<file path="src/core/fmsr_defs.svh">
`ifndef FMSR_DEFS_SVH
`define FMSR_DEFS_SVH

// Register byte offsets, low address byte only
`define FMSR_OFF_IRQ_STATUS 8'h00
`define FMSR_OFF_IRQ_MASK   8'h04
`define FMSR_OFF_CTRL       8'h08
`define FMSR_OFF_LAST_READ  8'h0c

// Event bit positions in status and mask
`define FMSR_EV_SINGLE  0
`define FMSR_EV_DOUBLE  1
`define FMSR_EV_REFUSED 2
`define FMSR_EV_W       3

// Control register
`define FMSR_CTRL_EN    0
`define FMSR_CTRL_RST   32'h0000_0001

// Read status codes
`define FMSR_ST_OK      2'h0
`define FMSR_ST_SINGLE  2'h1
`define FMSR_ST_DOUBLE  2'h2

// Page information word layout
`define FMSR_PS_CNT_HI  31
`define FMSR_PS_CNT_LO  8
`define FMSR_PS_RSV_HI  7
`define FMSR_PS_RSV_LO  4
`define FMSR_PS_OVT     3
`define FMSR_PS_RP      2
`define FMSR_PS_WP      1
`define FMSR_PS_LOCK    0
`define FMSR_CNT_W      24
`define FMSR_CNT_MAX    24'hff_ffff

// Last-read register layout
`define FMSR_LR_PAGE_LO 8

`endif

</file>
<file path="src/core/fmsr_pkg.sv">
package fmsr_pkg;

   // Page maintenance operations
   typedef enum logic [1:0] {
      FMSR_OP_PROGRAM,
      FMSR_OP_ERASE,
      FMSR_OP_UNPROTECT,
      FMSR_OP_TAP_PROTECT
   } fmsr_op_t;

   // Maintenance sequencer states
   typedef enum logic [1:0] {
      FMSR_CLEAR,
      FMSR_IDLE,
      FMSR_UPDATE
   } fmsr_state_t;

endpackage

</file>
<file path="src/core/fmsr_mem_if.sv">
`timescale 1ns/100ps
`default_nettype none

// Port of the page information memory
interface fmsr_mem_if #(parameter int AW = 6);
   logic          re;
   logic [AW-1:0] raddr;
   logic [31:0]   rdata;
   logic          we;
   logic [AW-1:0] waddr;
   logic [31:0]   wdata;

   modport ctrl (output re, output raddr, output we, output waddr, output wdata, input rdata);
   modport mem  (input re, input raddr, input we, input waddr, input wdata, output rdata);
endinterface

`default_nettype wire

</file>
<file path="src/core/fmsr_page_mem.sv">
`timescale 1ns/100ps
`default_nettype none

module fmsr_page_mem #(
   parameter int PAGES = 64,
   parameter int AW    = 6
) (
   input  wire logic hclk,    // Clock
   input  wire logic hresetn, // Async reset, active low
   input  wire logic clk_en,  // Freezes state while low
   fmsr_mem_if.mem   port     // Read and write port
);

   logic [31:0] store [PAGES];

   // Array has no reset; the top sweeps it clean after reset
   always_ff @(posedge hclk) begin
      if (clk_en && port.we) begin
         store[port.waddr] <= port.wdata;
      end
   end

   // Registered read data
   always_ff @(posedge hclk or negedge hresetn) begin
      if (!hresetn) begin
         port.rdata <= 32'h0000_0000;
      end else if (clk_en && port.re) begin
         port.rdata <= store[port.raddr];
      end
   end

endmodule

`default_nettype wire

</file>
<file path="src/core/fmsr_top.sv">
`timescale 1ns/100ps
`default_nettype none
`include "fmsr_defs.svh"

module fmsr_top import fmsr_pkg::*; #(
   parameter int PAGES = 64,
   parameter int AW    = 6
) (
   input  wire logic          hclk,                   // Clock, 100 MHz
   input  wire logic          hresetn,                // Async reset, active low
   input  wire logic          clk_en,                 // Freezes all state while low
   input  wire logic          hsel,                   // AHB slave select
   input  wire logic [31:0]   haddr,                  // AHB address
   input  wire logic [1:0]    htrans,                 // AHB transfer type
   input  wire logic          hwrite,                 // AHB write
   input  wire logic [2:0]    hsize,                  // AHB size, word only
   input  wire logic [31:0]   hwdata,                 // AHB write data
   input  wire logic          hready,                 // AHB bus ready
   output logic               hreadyout,              // AHB slave ready
   output logic [31:0]        hrdata,                 // AHB read data
   output logic               hresp,                  // AHB response, OKAY
   input  wire logic          rd_strobe,              // User read request
   input  wire logic          page_info_select,       // Read page info, not data
   input  wire logic [AW-1:0] rd_page,                // Addressed page
   input  wire logic [31:0]   arr_rdata,              // Raw array data
   input  wire logic [31:0]   arr_err_mask,           // Flipped bit from checker
   input  wire logic          arr_err_double,         // Uncorrectable error seen
   output logic               rd_valid,               // Read result pulse
   output logic [31:0]        rd_data,                // Read result
   output logic [1:0]         rd_status,              // Read status code
   input  wire logic          op_strobe,              // Page maintenance request
   input  wire fmsr_op_t      op_code,                // Maintenance operation
   input  wire logic [AW-1:0] op_page,                // Maintenance page
   input  wire logic          overwrite_lock_request, // Lock page on program
   input  wire logic          over_threshold,         // Program over threshold
   input  wire logic          tap_rp,                 // Test-port read protect
   input  wire logic          tap_wp,                 // Test-port write protect
   output logic               busy,                   // Sequencer not idle
   output logic               op_done,                // Operation applied pulse
   output logic               op_refused,             // Operation refused pulse
   output logic               irq                     // Level interrupt
);

   ////////////////////////////////////////////////////////////////////////////
   // Memory and shared signals
   fmsr_mem_if #(.AW(AW)) mem_port ();
   fmsr_page_mem #(.PAGES(PAGES), .AW(AW)) u_mem (
      .hclk    (hclk),
      .hresetn (hresetn),
      .clk_en  (clk_en),
      .port    (mem_port.mem)
   );

   logic [31:0]   ctrl;
   logic [31:0]   irq_mask;
   logic [`FMSR_EV_W-1:0] irq_status;
   logic [1:0]    last_code;
   logic [AW-1:0] last_page;
   logic          rd_take;
   // Status code from error indications
   function automatic logic [1:0] fmsr_code(input logic [31:0] mask, input logic dbl);
      if (dbl) begin
         return `FMSR_ST_DOUBLE;
      end else if (mask != 32'h0000_0000) begin
         return `FMSR_ST_SINGLE;
      end
      return `FMSR_ST_OK;
   endfunction

   ////////////////////////////////////////////////////////////////////////////
   // Maintenance sequencer
   fmsr_state_t   state, next_state;
   logic [AW-1:0] clr_page, next_clr_page;
   fmsr_op_t      op_q, next_op_q;
   logic [AW-1:0] op_page_q, next_op_page_q;
   logic [3:0]    op_flags, next_op_flags;
   logic          next_busy, next_op_done, next_op_refused;
   logic [31:0]   upd_word;
   logic [`FMSR_CNT_W-1:0] cnt;

   // Reads only while idle and enabled; reads win the memory port
   assign rd_take = rd_strobe && (state == FMSR_IDLE) && ctrl[`FMSR_CTRL_EN];
   always_comb begin
      next_state      = state;
      next_clr_page   = clr_page;
      next_op_q       = op_q;
      next_op_page_q  = op_page_q;
      next_op_flags   = op_flags;
      next_op_done    = 1'b0;
      next_op_refused = 1'b0;
      mem_port.re     = rd_take;
      mem_port.raddr  = rd_page;
      mem_port.we     = 1'b0;
      mem_port.waddr  = clr_page;
      mem_port.wdata  = 32'h0000_0000;
      upd_word        = mem_port.rdata;
      cnt             = mem_port.rdata[`FMSR_PS_CNT_HI:`FMSR_PS_CNT_LO];
      unique case (state)
         FMSR_CLEAR: begin
            // Counts and flags start at zero after reset
            mem_port.we   = 1'b1;
            next_clr_page = AW'(clr_page + 1'b1);
            if (clr_page == AW'(PAGES - 1)) begin
               next_state = FMSR_IDLE;
            end
         end
         FMSR_IDLE: begin
            if (op_strobe && !rd_take) begin
               mem_port.re    = 1'b1;
               mem_port.raddr = op_page;
               next_op_q      = op_code;
               next_op_page_q = op_page;
               next_op_flags  = {over_threshold, tap_rp, tap_wp, overwrite_lock_request};
               next_state     = FMSR_UPDATE;
            end
         end
         FMSR_UPDATE: begin
            mem_port.waddr = op_page_q;
            next_state     = FMSR_IDLE;
            if (cnt != `FMSR_CNT_MAX) begin
               cnt = cnt + 24'h00_0001;      // Saturates rather than wraps
            end
            unique case (op_q)
               FMSR_OP_PROGRAM, FMSR_OP_ERASE: begin
                  if (mem_port.rdata[`FMSR_PS_LOCK]) begin
                     next_op_refused = 1'b1;
                  end else begin
                     upd_word[`FMSR_PS_CNT_HI:`FMSR_PS_CNT_LO] = cnt;
                     if (op_q == FMSR_OP_PROGRAM) begin
                        upd_word[`FMSR_PS_OVT]  = op_flags[3];
                        upd_word[`FMSR_PS_LOCK] = op_flags[0];
                     end
                  end
               end
               FMSR_OP_UNPROTECT: begin
                  upd_word[`FMSR_PS_LOCK] = 1'b0;
               end
               FMSR_OP_TAP_PROTECT: begin
                  upd_word[`FMSR_PS_RP] = op_flags[2];
                  upd_word[`FMSR_PS_WP] = op_flags[1];
               end
            endcase
            upd_word[`FMSR_PS_RSV_HI:`FMSR_PS_RSV_LO] = 4'h0;
            mem_port.we    = !next_op_refused;
            mem_port.wdata = upd_word;
            next_op_done   = !next_op_refused;
         end
      endcase
      next_busy = (next_state != FMSR_IDLE);
   end

   always_ff @(posedge hclk or negedge hresetn) begin
      if (!hresetn) begin
         state      <= FMSR_CLEAR;
         clr_page   <= '0;
         op_q       <= FMSR_OP_PROGRAM;
         op_page_q  <= '0;
         op_flags   <= 4'h0;
         busy       <= 1'b1;
         op_done    <= 1'b0;
         op_refused <= 1'b0;
      end else if (clk_en) begin
         state      <= next_state;
         clr_page   <= next_clr_page;
         op_q       <= next_op_q;
         op_page_q  <= next_op_page_q;
         op_flags   <= next_op_flags;
         busy       <= next_busy;
         op_done    <= next_op_done;
         op_refused <= next_op_refused;
      end
   end

   ////////////////////////////////////////////////////////////////////////////
   // Read pipeline: capture, then result from memory or array
   logic        s1_valid, next_s1_valid;
   logic        s1_info, next_s1_info;
   logic [31:0] s1_data, next_s1_data;
   logic [1:0]  s1_code, next_s1_code;
   logic [31:0] next_rd_data;
   logic [1:0]  next_rd_status;

   always_comb begin
      next_s1_valid  = rd_take;
      next_s1_info   = page_info_select;
      next_s1_code   = fmsr_code(arr_err_mask, arr_err_double);
      // Correction only when the single flip is trustworthy
      next_s1_data   = arr_err_double ? arr_rdata : (arr_rdata ^ arr_err_mask);
      next_rd_data   = s1_info ? mem_port.rdata : s1_data;
      next_rd_status = s1_info ? `FMSR_ST_OK : s1_code;
   end

   always_ff @(posedge hclk or negedge hresetn) begin
      if (!hresetn) begin
         s1_valid  <= 1'b0;
         s1_info   <= 1'b0;
         s1_data   <= 32'h0000_0000;
         s1_code   <= `FMSR_ST_OK;
         rd_valid  <= 1'b0;
         rd_data   <= 32'h0000_0000;
         rd_status <= `FMSR_ST_OK;
      end else if (clk_en) begin
         s1_valid <= next_s1_valid;
         s1_info  <= next_s1_info;
         s1_data  <= next_s1_data;
         s1_code  <= next_s1_code;
         rd_valid <= s1_valid;
         if (s1_valid) begin
            rd_data   <= next_rd_data;
            rd_status <= next_rd_status;
         end
      end
   end

   ////////////////////////////////////////////////////////////////////////////
   // AHB-Lite slave, zero wait states
   logic        addr_ok, next_wr_pend, wr_pend;
   logic [7:0]  wr_addr, next_wr_addr;
   logic [31:0] next_hrdata, next_ctrl, next_irq_mask;
   logic [`FMSR_EV_W-1:0] events, w1c, next_irq_status;
   logic [1:0]  next_last_code;
   logic [AW-1:0] next_last_page;

   assign addr_ok = hsel && htrans[1] && hready;
   always_comb begin
      next_wr_pend = addr_ok && hwrite;
      next_wr_addr = haddr[7:0];
      next_hrdata  = 32'h0000_0000;      // Unmapped reads give zero
      if (addr_ok && !hwrite) begin
         unique case (haddr[7:0])
            `FMSR_OFF_IRQ_STATUS: next_hrdata = 32'(irq_status);
            `FMSR_OFF_IRQ_MASK:   next_hrdata = irq_mask;
            `FMSR_OFF_CTRL:       next_hrdata = ctrl;
            `FMSR_OFF_LAST_READ:  next_hrdata = (32'(last_page) << `FMSR_LR_PAGE_LO)
                                                | 32'(last_code);
            default:              next_hrdata = 32'h0000_0000;
         endcase
      end
      next_ctrl     = ctrl;
      next_irq_mask = irq_mask;
      w1c           = '0;
      if (wr_pend) begin
         unique case (wr_addr)
            `FMSR_OFF_IRQ_STATUS: w1c = hwdata[`FMSR_EV_W-1:0];
            `FMSR_OFF_IRQ_MASK:   next_irq_mask = hwdata & 32'(3'h7);
            `FMSR_OFF_CTRL:       next_ctrl = hwdata & `FMSR_CTRL_RST;
            default:              next_ctrl = ctrl;
         endcase
      end
      // A new event in the clearing cycle survives the clear
      events[`FMSR_EV_SINGLE]  = s1_valid && !s1_info && (s1_code == `FMSR_ST_SINGLE);
      events[`FMSR_EV_DOUBLE]  = s1_valid && !s1_info && (s1_code == `FMSR_ST_DOUBLE);
      events[`FMSR_EV_REFUSED] = next_op_refused;
      next_irq_status = (irq_status & ~w1c) | events;
      next_last_code  = s1_valid ? next_rd_status : last_code;
      next_last_page  = rd_take ? rd_page : last_page;
   end

   always_ff @(posedge hclk or negedge hresetn) begin
      if (!hresetn) begin
         hreadyout  <= 1'b1;
         hresp      <= 1'b0;
         hrdata     <= 32'h0000_0000;
         wr_pend    <= 1'b0;
         wr_addr    <= 8'h00;
         ctrl       <= `FMSR_CTRL_RST;
         irq_mask   <= 32'h0000_0000;
         irq_status <= '0;
         irq        <= 1'b0;
         last_code  <= `FMSR_ST_OK;
         last_page  <= '0;
      end else if (clk_en) begin
         hreadyout  <= 1'b1;
         hresp      <= 1'b0;
         hrdata     <= next_hrdata;
         wr_pend    <= next_wr_pend;
         wr_addr    <= next_wr_addr;
         ctrl       <= next_ctrl;
         irq_mask   <= next_irq_mask;
         irq_status <= next_irq_status;
         irq        <= |(next_irq_status & next_irq_mask[`FMSR_EV_W-1:0]);
         last_code  <= next_last_code;
         last_page  <= next_last_page;
      end
   end

endmodule

`default_nettype wire

</file>
<file path="config.mk">
export PLATFORM = sky130hd
export DESIGN_NAME = fmsr_top
export DESIGN_NICKNAME = d
export VERILOG_FILES = /design/src/core/fmsr_pkg.sv /design/src/core/fmsr_mem_if.sv /design/src/core/fmsr_page_mem.sv /design/src/core/fmsr_top.sv
export VERILOG_INCLUDE_DIRS = /design/src /design/src/core
export SDC_FILE = /design/constraint.sdc
export NUM_CORES = 2
export LEC_CHECK = 0
export BUFFER_PORTS_ARGS = -buffer_cell sky130_fd_sc_hd__clkbuf_2
export CAP_MARGIN = 20
export CORE_MARGIN = 3
export CORE_UTILIZATION = 35
export CTS_BUF_LIST = sky130_fd_sc_hd__clkbuf_16
export DETAILED_ROUTE_END_ITERATION = 12
export HOLD_SLACK_MARGIN = 0.15
export PLACE_DENSITY = 0.6
export SLEW_MARGIN = 0
export SYNTH_ARGS = -nofsm -noshare
export SYNTH_HDL_FRONTEND = slang
export SYNTH_HIERARCHICAL = 1
export SYNTH_SLANG_ARGS = --single-unit
export TNS_END_PERCENT = 1
</file>
<file path="constraint.sdc">
create_clock -name hclk -period 4.5 [get_ports hclk]
set_input_delay 0.9 -clock hclk [delete_from_list [all_inputs] [get_ports hclk]]
set_output_delay 0.9 -clock hclk [all_outputs]
set_load 0.05 [all_outputs]
</file>
== Word-level counts from Yosys, hierarchy flattened ==
Memory sizes are Yosys's and may differ from the RTL's. A register that Yosys moved wholly into a read port is not among the register bits.
Cells that the tools add are included.

* Memory bits (writable): 2,048
* Logic and storage cells: 117
* Memories kept: 1
* ROM bits: 0
* Input port bits: 161
* Flip-flop bits (word level): 149
* Output and inout port bits: 73
* Bits in latches: 0

* Bitwise logic cells: 6
* Multipliers: 0
* Shifts and indexed selects: 0
* Add/subtract/negate cells: 2
* Reductions and logical operators: 29
* Divide/modulo/power cells: 0
* Multiplexer cells: 41
* $lt $le $gt $ge: 0
* Equal/unequal tests: 15

{| class="wikitable"
|+ Memories
! name !! depth !! bits a word !! rd ports !! clocked after memory_dff !! wr ports !! RTL line !! text
|-
| u_mem.store || 64 || 32 || 1 || 1 || 1 || fmsr_page_mem.sv:14 || <nowiki>logic [31:0] store [PAGES];</nowiki>
|}

{| class="wikitable"
|+ Operators by type and width
! operator !! number
|-
| $mux W32 || 3
|-
| $mux W24 || 3
|-
| $pmux W14 S4 || 1
|-
| $reduce_bool A32 Y1 || 1
|-
| $xor A32 B32 Y32 || 1
|-
| $add A24 B1 Y24 const B || 1
|-
| $eq A8 B4 Y1 const B || 3
|-
| $ne A24 B24 Y1 const B || 1
|-
| $mux W6 || 3
|-
| $eq A8 B3 Y1 const B || 2
|-
| $logic_not A8 Y1 || 2
|-
| $mux W1 || 16
|-
| $mux W14 || 1
|-
| $mux W2 || 7
|-
| $or A14 B2 Y14 || 1
|-
| $logic_and A1 B1 Y1 || 12
|-
| $mux W3 || 4
|-
| $eq A2 B2 Y1 const B || 4
|-
| $add A6 B1 Y6 const B || 1
|-
| $and A3 B3 Y3 || 2
|-
| $eq A2 B1 Y1 const B || 3
|-
| $eq A6 B6 Y1 const B || 1
|-
| $pmux W2 S3 || 1
|-
| $reduce_and A2 Y1 || 3
|-
| other kinds (9) || 16
|}

== Depth between registers and ports, before layout ==
* Word-level depth: 9
* Gate-level depth with buffers: 14
* Depth with buffers taken out: 9

== Cells and area by module ==
Netlist, hierarchy kept.

{| class="wikitable"
|+ Modules (own cells, without submodules)
! module !! area each (µm²) !! cells each !! instances !! seq. area each (µm²)
|-
| fmsr_page_mem || 79,020.8 || 3,619 || 1 || 62,299.8
|-
| fmsr_top || 7,038.0 || 737 || 1 || 3,155.5
|}

== Worst setup path before layout ==
No wires, ideal clock.

* Path type: register -> register
* Start: register state[0]
* End: memory u_mem.store[48][0], enable pin
* Arrival: 4.290 ns
* Required time: 4.039 ns
* Period minus slack after synthesis: 4.751 ns
* Slack: -0.251 ns
* Buffers on the path: 3
* Setup time: 0.461 ns
* Cell stages (with the launch flop): 10
* Path through: dfrtp_1 > inv_1 > ha_1 > clkbuf_1 > clkbuf_1 > mux2_2 > clkbuf_1 > nor3_1 > nand2b_1 > nor3_1

* Elaborated cells on any way between the ends: 7
* Those cells by class: eq/ne (1); mux (4); reduce/logical (2)

{| class="wikitable"
|+ RTL lines
! item !! RTL line !! text
|-
| start, declared || fmsr_top.sv:72 || <nowiki>fmsr_state_t state, next_state;</nowiki>
|-
| start signal, assigned || fmsr_top.sv:163 || <nowiki>state <= next_state;</nowiki>
|-
| $eq A2 B2 Y1 || fmsr_top.sv:98 || <nowiki>unique case (state)</nowiki>
|-
| $mux W6 || fmsr_top.sv:98 ||
|-
| via mem_port.waddr[3] || fmsr_mem_if.sv:10 || <nowiki>logic [AW-1:0] waddr;</nowiki>
|-
| end, declared || fmsr_page_mem.sv:14 ||
|}

The timed path passes the listed nets, and every way through them passes these cells.

== Worst setup path after layout ==
* Start: register state[1]
* End: register u_mem.port.rdata[12], read port of u_mem.store

* Elaborated cells on any way between the ends: 10
* Those cells by class: eq/ne (1); mux (4); reduce/logical (5)

{| class="wikitable"
|+ RTL lines
! item !! RTL line !! text
|-
| $eq A2 B1 Y1 * || fmsr_top.sv:82, fmsr_top.sv:98 ||
|-
| $logic_and A1 B1 Y1 (2 in series) || fmsr_top.sv:82 || <nowiki>assign rd_take = rd_strobe && (state == FMSR_IDLE) && ctrl[`FMSR_CTRL_EN];</nowiki>
|-
| $logic_not A1 Y1 || fmsr_top.sv:108 || <nowiki>if (op_strobe && !rd_take) begin</nowiki>
|-
| $logic_and A1 B1 Y1 || fmsr_top.sv:108 ||
|-
| $mux W6 || fmsr_top.sv:108 ||
|-
| $mux W6 * || fmsr_top.sv:98 ||
|-
| via mem_port.raddr[0] || fmsr_mem_if.sv:7 || <nowiki>logic [AW-1:0] raddr;</nowiki>
|-
| end, declared || fmsr_mem_if.sv:14 || <nowiki>modport mem (input re, input raddr, input we, input waddr, input wdata, output rdata);</nowiki>
|}

The timed path passes the listed nets; every way through them passes the cells marked *.
A chain may end at the register's enable or synchronous reset.

==> flow_summary.yaml <==
hold_path:
  hold_path_class: "in2async"
yosys:
  synth_top_area_share_pct: 71.5
  async_reset_ff_share_pct: 7.16
  synth_cell_types: 61
  ys_ff_latch: 2206
  synth_edf_count: 2048
  synth_flop_cell: "edfxtp_1"
  netlist_area_um2: 86100
  synthCells: 4356
  synth_seq_area_share_pct: 76.1
  synth.avg_cell_area_um2: 19.8
  yosysWarningCount: 6
  synth_top_area_cell: "edfxtp_1"
  synth_area_leaders: "edfxtp_1 71%, mux4_2 10%, dfrtp_1 4.5%"
pwr:
  ir_drop_mv: 0.465
  finalPower_mw: 49.5
  powerDensity_nw_per_um2: 493
  power.leakage_nw: 34.2
run:
  maxCapViolCount: 0
sta:
  tightestPinTransition_ns: 1.10
  fin_skew_ns: 0.0337
  max_clock_freq_ghz: 0.251
  setup_viol: 0
  setup_slack_ns: 0.521
  maxSlewHeadroom_pct: 26.3
  slew_violations: 0
  setup_tns_ns: 0
  rsz0062_at_grt: "no"
  layout_min_cycle_time_ns: 3.98
  finalCritPeriodShare_pct: 88.4
  hold_viol_final: 0
clock_tree:
  cts.reportedPaths.clkPinSlew_ns: 0.07
  cts_inserted_buffers: 199
  cts_setup_buffers: 0
  cts.sinks: 2206
  insertion_delay_ns: 0.83
  cts_buffer_depth: 3
  htree_levels: 4
  cts_resized: 0
  cts_root_buf: "clkbuf_16"
  hold_buffers: 0
  cts_tree: "built"
routing:
  finalWirelength_um: 216000
  via_per_inst: 5.27
  drt-initial-drc-count: 4828
  postRouteAntennaNets: 0
  firstDrtPassIters: 5
  drc_errors: 0
  wl_per_cell_um: 25.8
  vias: 44200
place:
  dp_hpwl_um: 133000
  post_dp_cell_area_um2: 94200
  gp_congestion: 0.816
  pre_cts_slack_ns: 0.180
  port_buffers: 151
worst_setup_path:
  critical_path_required_ns: 5.22
  cp-end-kind: "register"
  cp-endpoint: "u_mem/port.rdata[12]"
  reg2reg_from: "state[1]"
  start_kind: "register"
  critPathMaxFanout: 19
  criticalPathCategory: "reg2reg"
  crit_arrival_ns: 4.70
  r2r_slack_ns: 0.52
  crit_start: "state[1]"
  reg2reg_to: "u_mem/port.rdata[12]"
  reg2regPathDepth: 11
floorplanning:
  num_rows: 181
  die_x_um: 502
  io_pins: 234
  coreArea_um2: 244000
  die-height_um: 502
  dieArea_um2: 252000
  start_util_pct: 35.3
layout:
  fillers: 21300
  drive_gt1_share_pct: 24.5
  nNetsFinal: 5176
  area_growth_pct: 16.7
  stdcell_area_um2: 100000
  postLayoutCoreUtil_pct: 41.2
grt:
  grt_pass1_vias: 43600
  grt_overflow_total: 0
  grt_max_degree: 98
  grt_antenna_before_repair: 11
  grt_pass1_wl_um: 311000
  track_usage_pct: 16.9
status:
  outcome: "finished clean"
-- cells in the final DEF (no fill, tap or decap), types with 12 or more instances in the layout --
master     instances
nor2_4            69
a211oi_1          64
or3_1             43
buf_4            248
clkinv_2          46
mux2_2            44
a221o_1           32
a21oi_4           16
a21oi_1           70
mux2i_1          325
dfrtp_1          155
mux4_2           385
nand4_1           45
nand3_1           94
nand2_1          113
nor4_1            12
clkbuf_16        208
buf_12            52
o21ai_0           48
conb_1           281
clkinv_1          45
a22oi_1          160
nor2b_1           66
edfxtp_1        2048
o22ai_1           68
inv_1             71
nor2_1            46
xnor2_1           39
clkbuf_2         149
-- synthesized netlist by cell type (12+ instances only) --
library cell  count
edfxtp_1       2048
mux4_2          385
mux2i_1         327
a22oi_1         160
dfrtp_1         156
clkbuf_1        122
nor2_1          116
nand2_1         115
nand3_1          94
a21oi_1          86
buf_2            79
nor2b_1          69
o22ai_1          68
a211oi_1         65
o21ai_0          48
mux2_2           47
nand4_1          45
buf_4            43
or3_1            43
xnor2_1          39
a221o_1          32
inv_1            21
buf_6            18
buf_1            14
nor4_1           12
-- how the worst min path moves through the flow --
stage	startpoint	endpoint	slack (ns)
after detailed placement	last_page[2]	hrdata[10]	0.46
after CTS	hresetn	irq_mask[0]	0.16
after global placement	rd_data[4]	rd_data[4]	0.46
after global routing	hresetn	last_code[1]	0.22
final	hresetn	hrdata[1]	0.19
after floorplan	last_page[2]	hrdata[10]	0.44
-- worst max-delay path, stage by stage (launching register included) --
cell and delay, ns:
dfrtp_1 0.41, inv_1 0.12, ha_1 0.26, nand3_1 0.17, mux2_8 0.50, buf_12 0.25
buf_12 0.18, mux4_2 0.50, nor2b_1 0.14, a211oi_1 0.72, a211oi_1 0.25, a221o_1 0.32
-- power by group --
part / leakage, nW / switching (mW) / total [mW] / internal [mW]
registers: 21.1 / 0.465 / 24.0 / 23.5
clock network: 3.29 / 7.26 / 16.2 / 8.95
logic: 9.77 / 5.88 / 9.35 / 3.47
-- layer usage --
layer	share of wire, %	global-route usage (%)	vias up	wire length (um)
li1	-	-	18900	-
met1	43	24.1	23300	91900
met2	47	27.0	1721	102000
met3	8.0	2.99	258	17400
met4	2.3	4.40	2	5010
met5	0.0032	0	-	7
-- registers in the layout, indices dropped and copies added, names as in the netlist, 2 cells and up --
register,count
op_page_q,6
irq_status,3
hrdata,9
clr_page,6
op_q,2
u_mem/store,2048
s1_code,2
u_mem/port.rdata,32
last_code,2
wr_addr,8
irq_mask,3
state,2
s1_data,32
last_page,6
rd_data,32
op_flags,4
-- area by class of cell --
class	count	area (um2)	area share, %
tap	3202	4010	3.99
sequential	2206	65500	65.2
multi-input combinational	2131	21000	20.9
inverter	22	82.6	0.0822
clock inverter	162	1020	1.02
antenna	4	10.0	0.00997
clock buffer	208	5200	5.18
timing repair buffer	450	3660	3.64
-- cell families (layout without fill, tap and decap cells) --
family          Yosys count  in the layout  synth area share, %
compound gates          489            489                 3.88
xor+xnor                 42             42                0.427
fa+ha+maj                 5              5               0.0727
buf+inv                 298            842                 1.76
flops                  2206           2206                 76.1
mux                     759            759                 14.5
other cells               2            285              0.00873
simple gates            555            555                 3.30
-- metrics by stage --
step | std cells | hold WS [ns]
after floorplan | 4635 | 0.444
after global placement | 8011 | 0.464
after detailed placement | 8011 | 0.464
after CTS | 8381 | 0.161
after global routing | 8382 | 0.215
final | 8385 | 0.191
No activity file was read; power rests on OpenSTA's default activity.
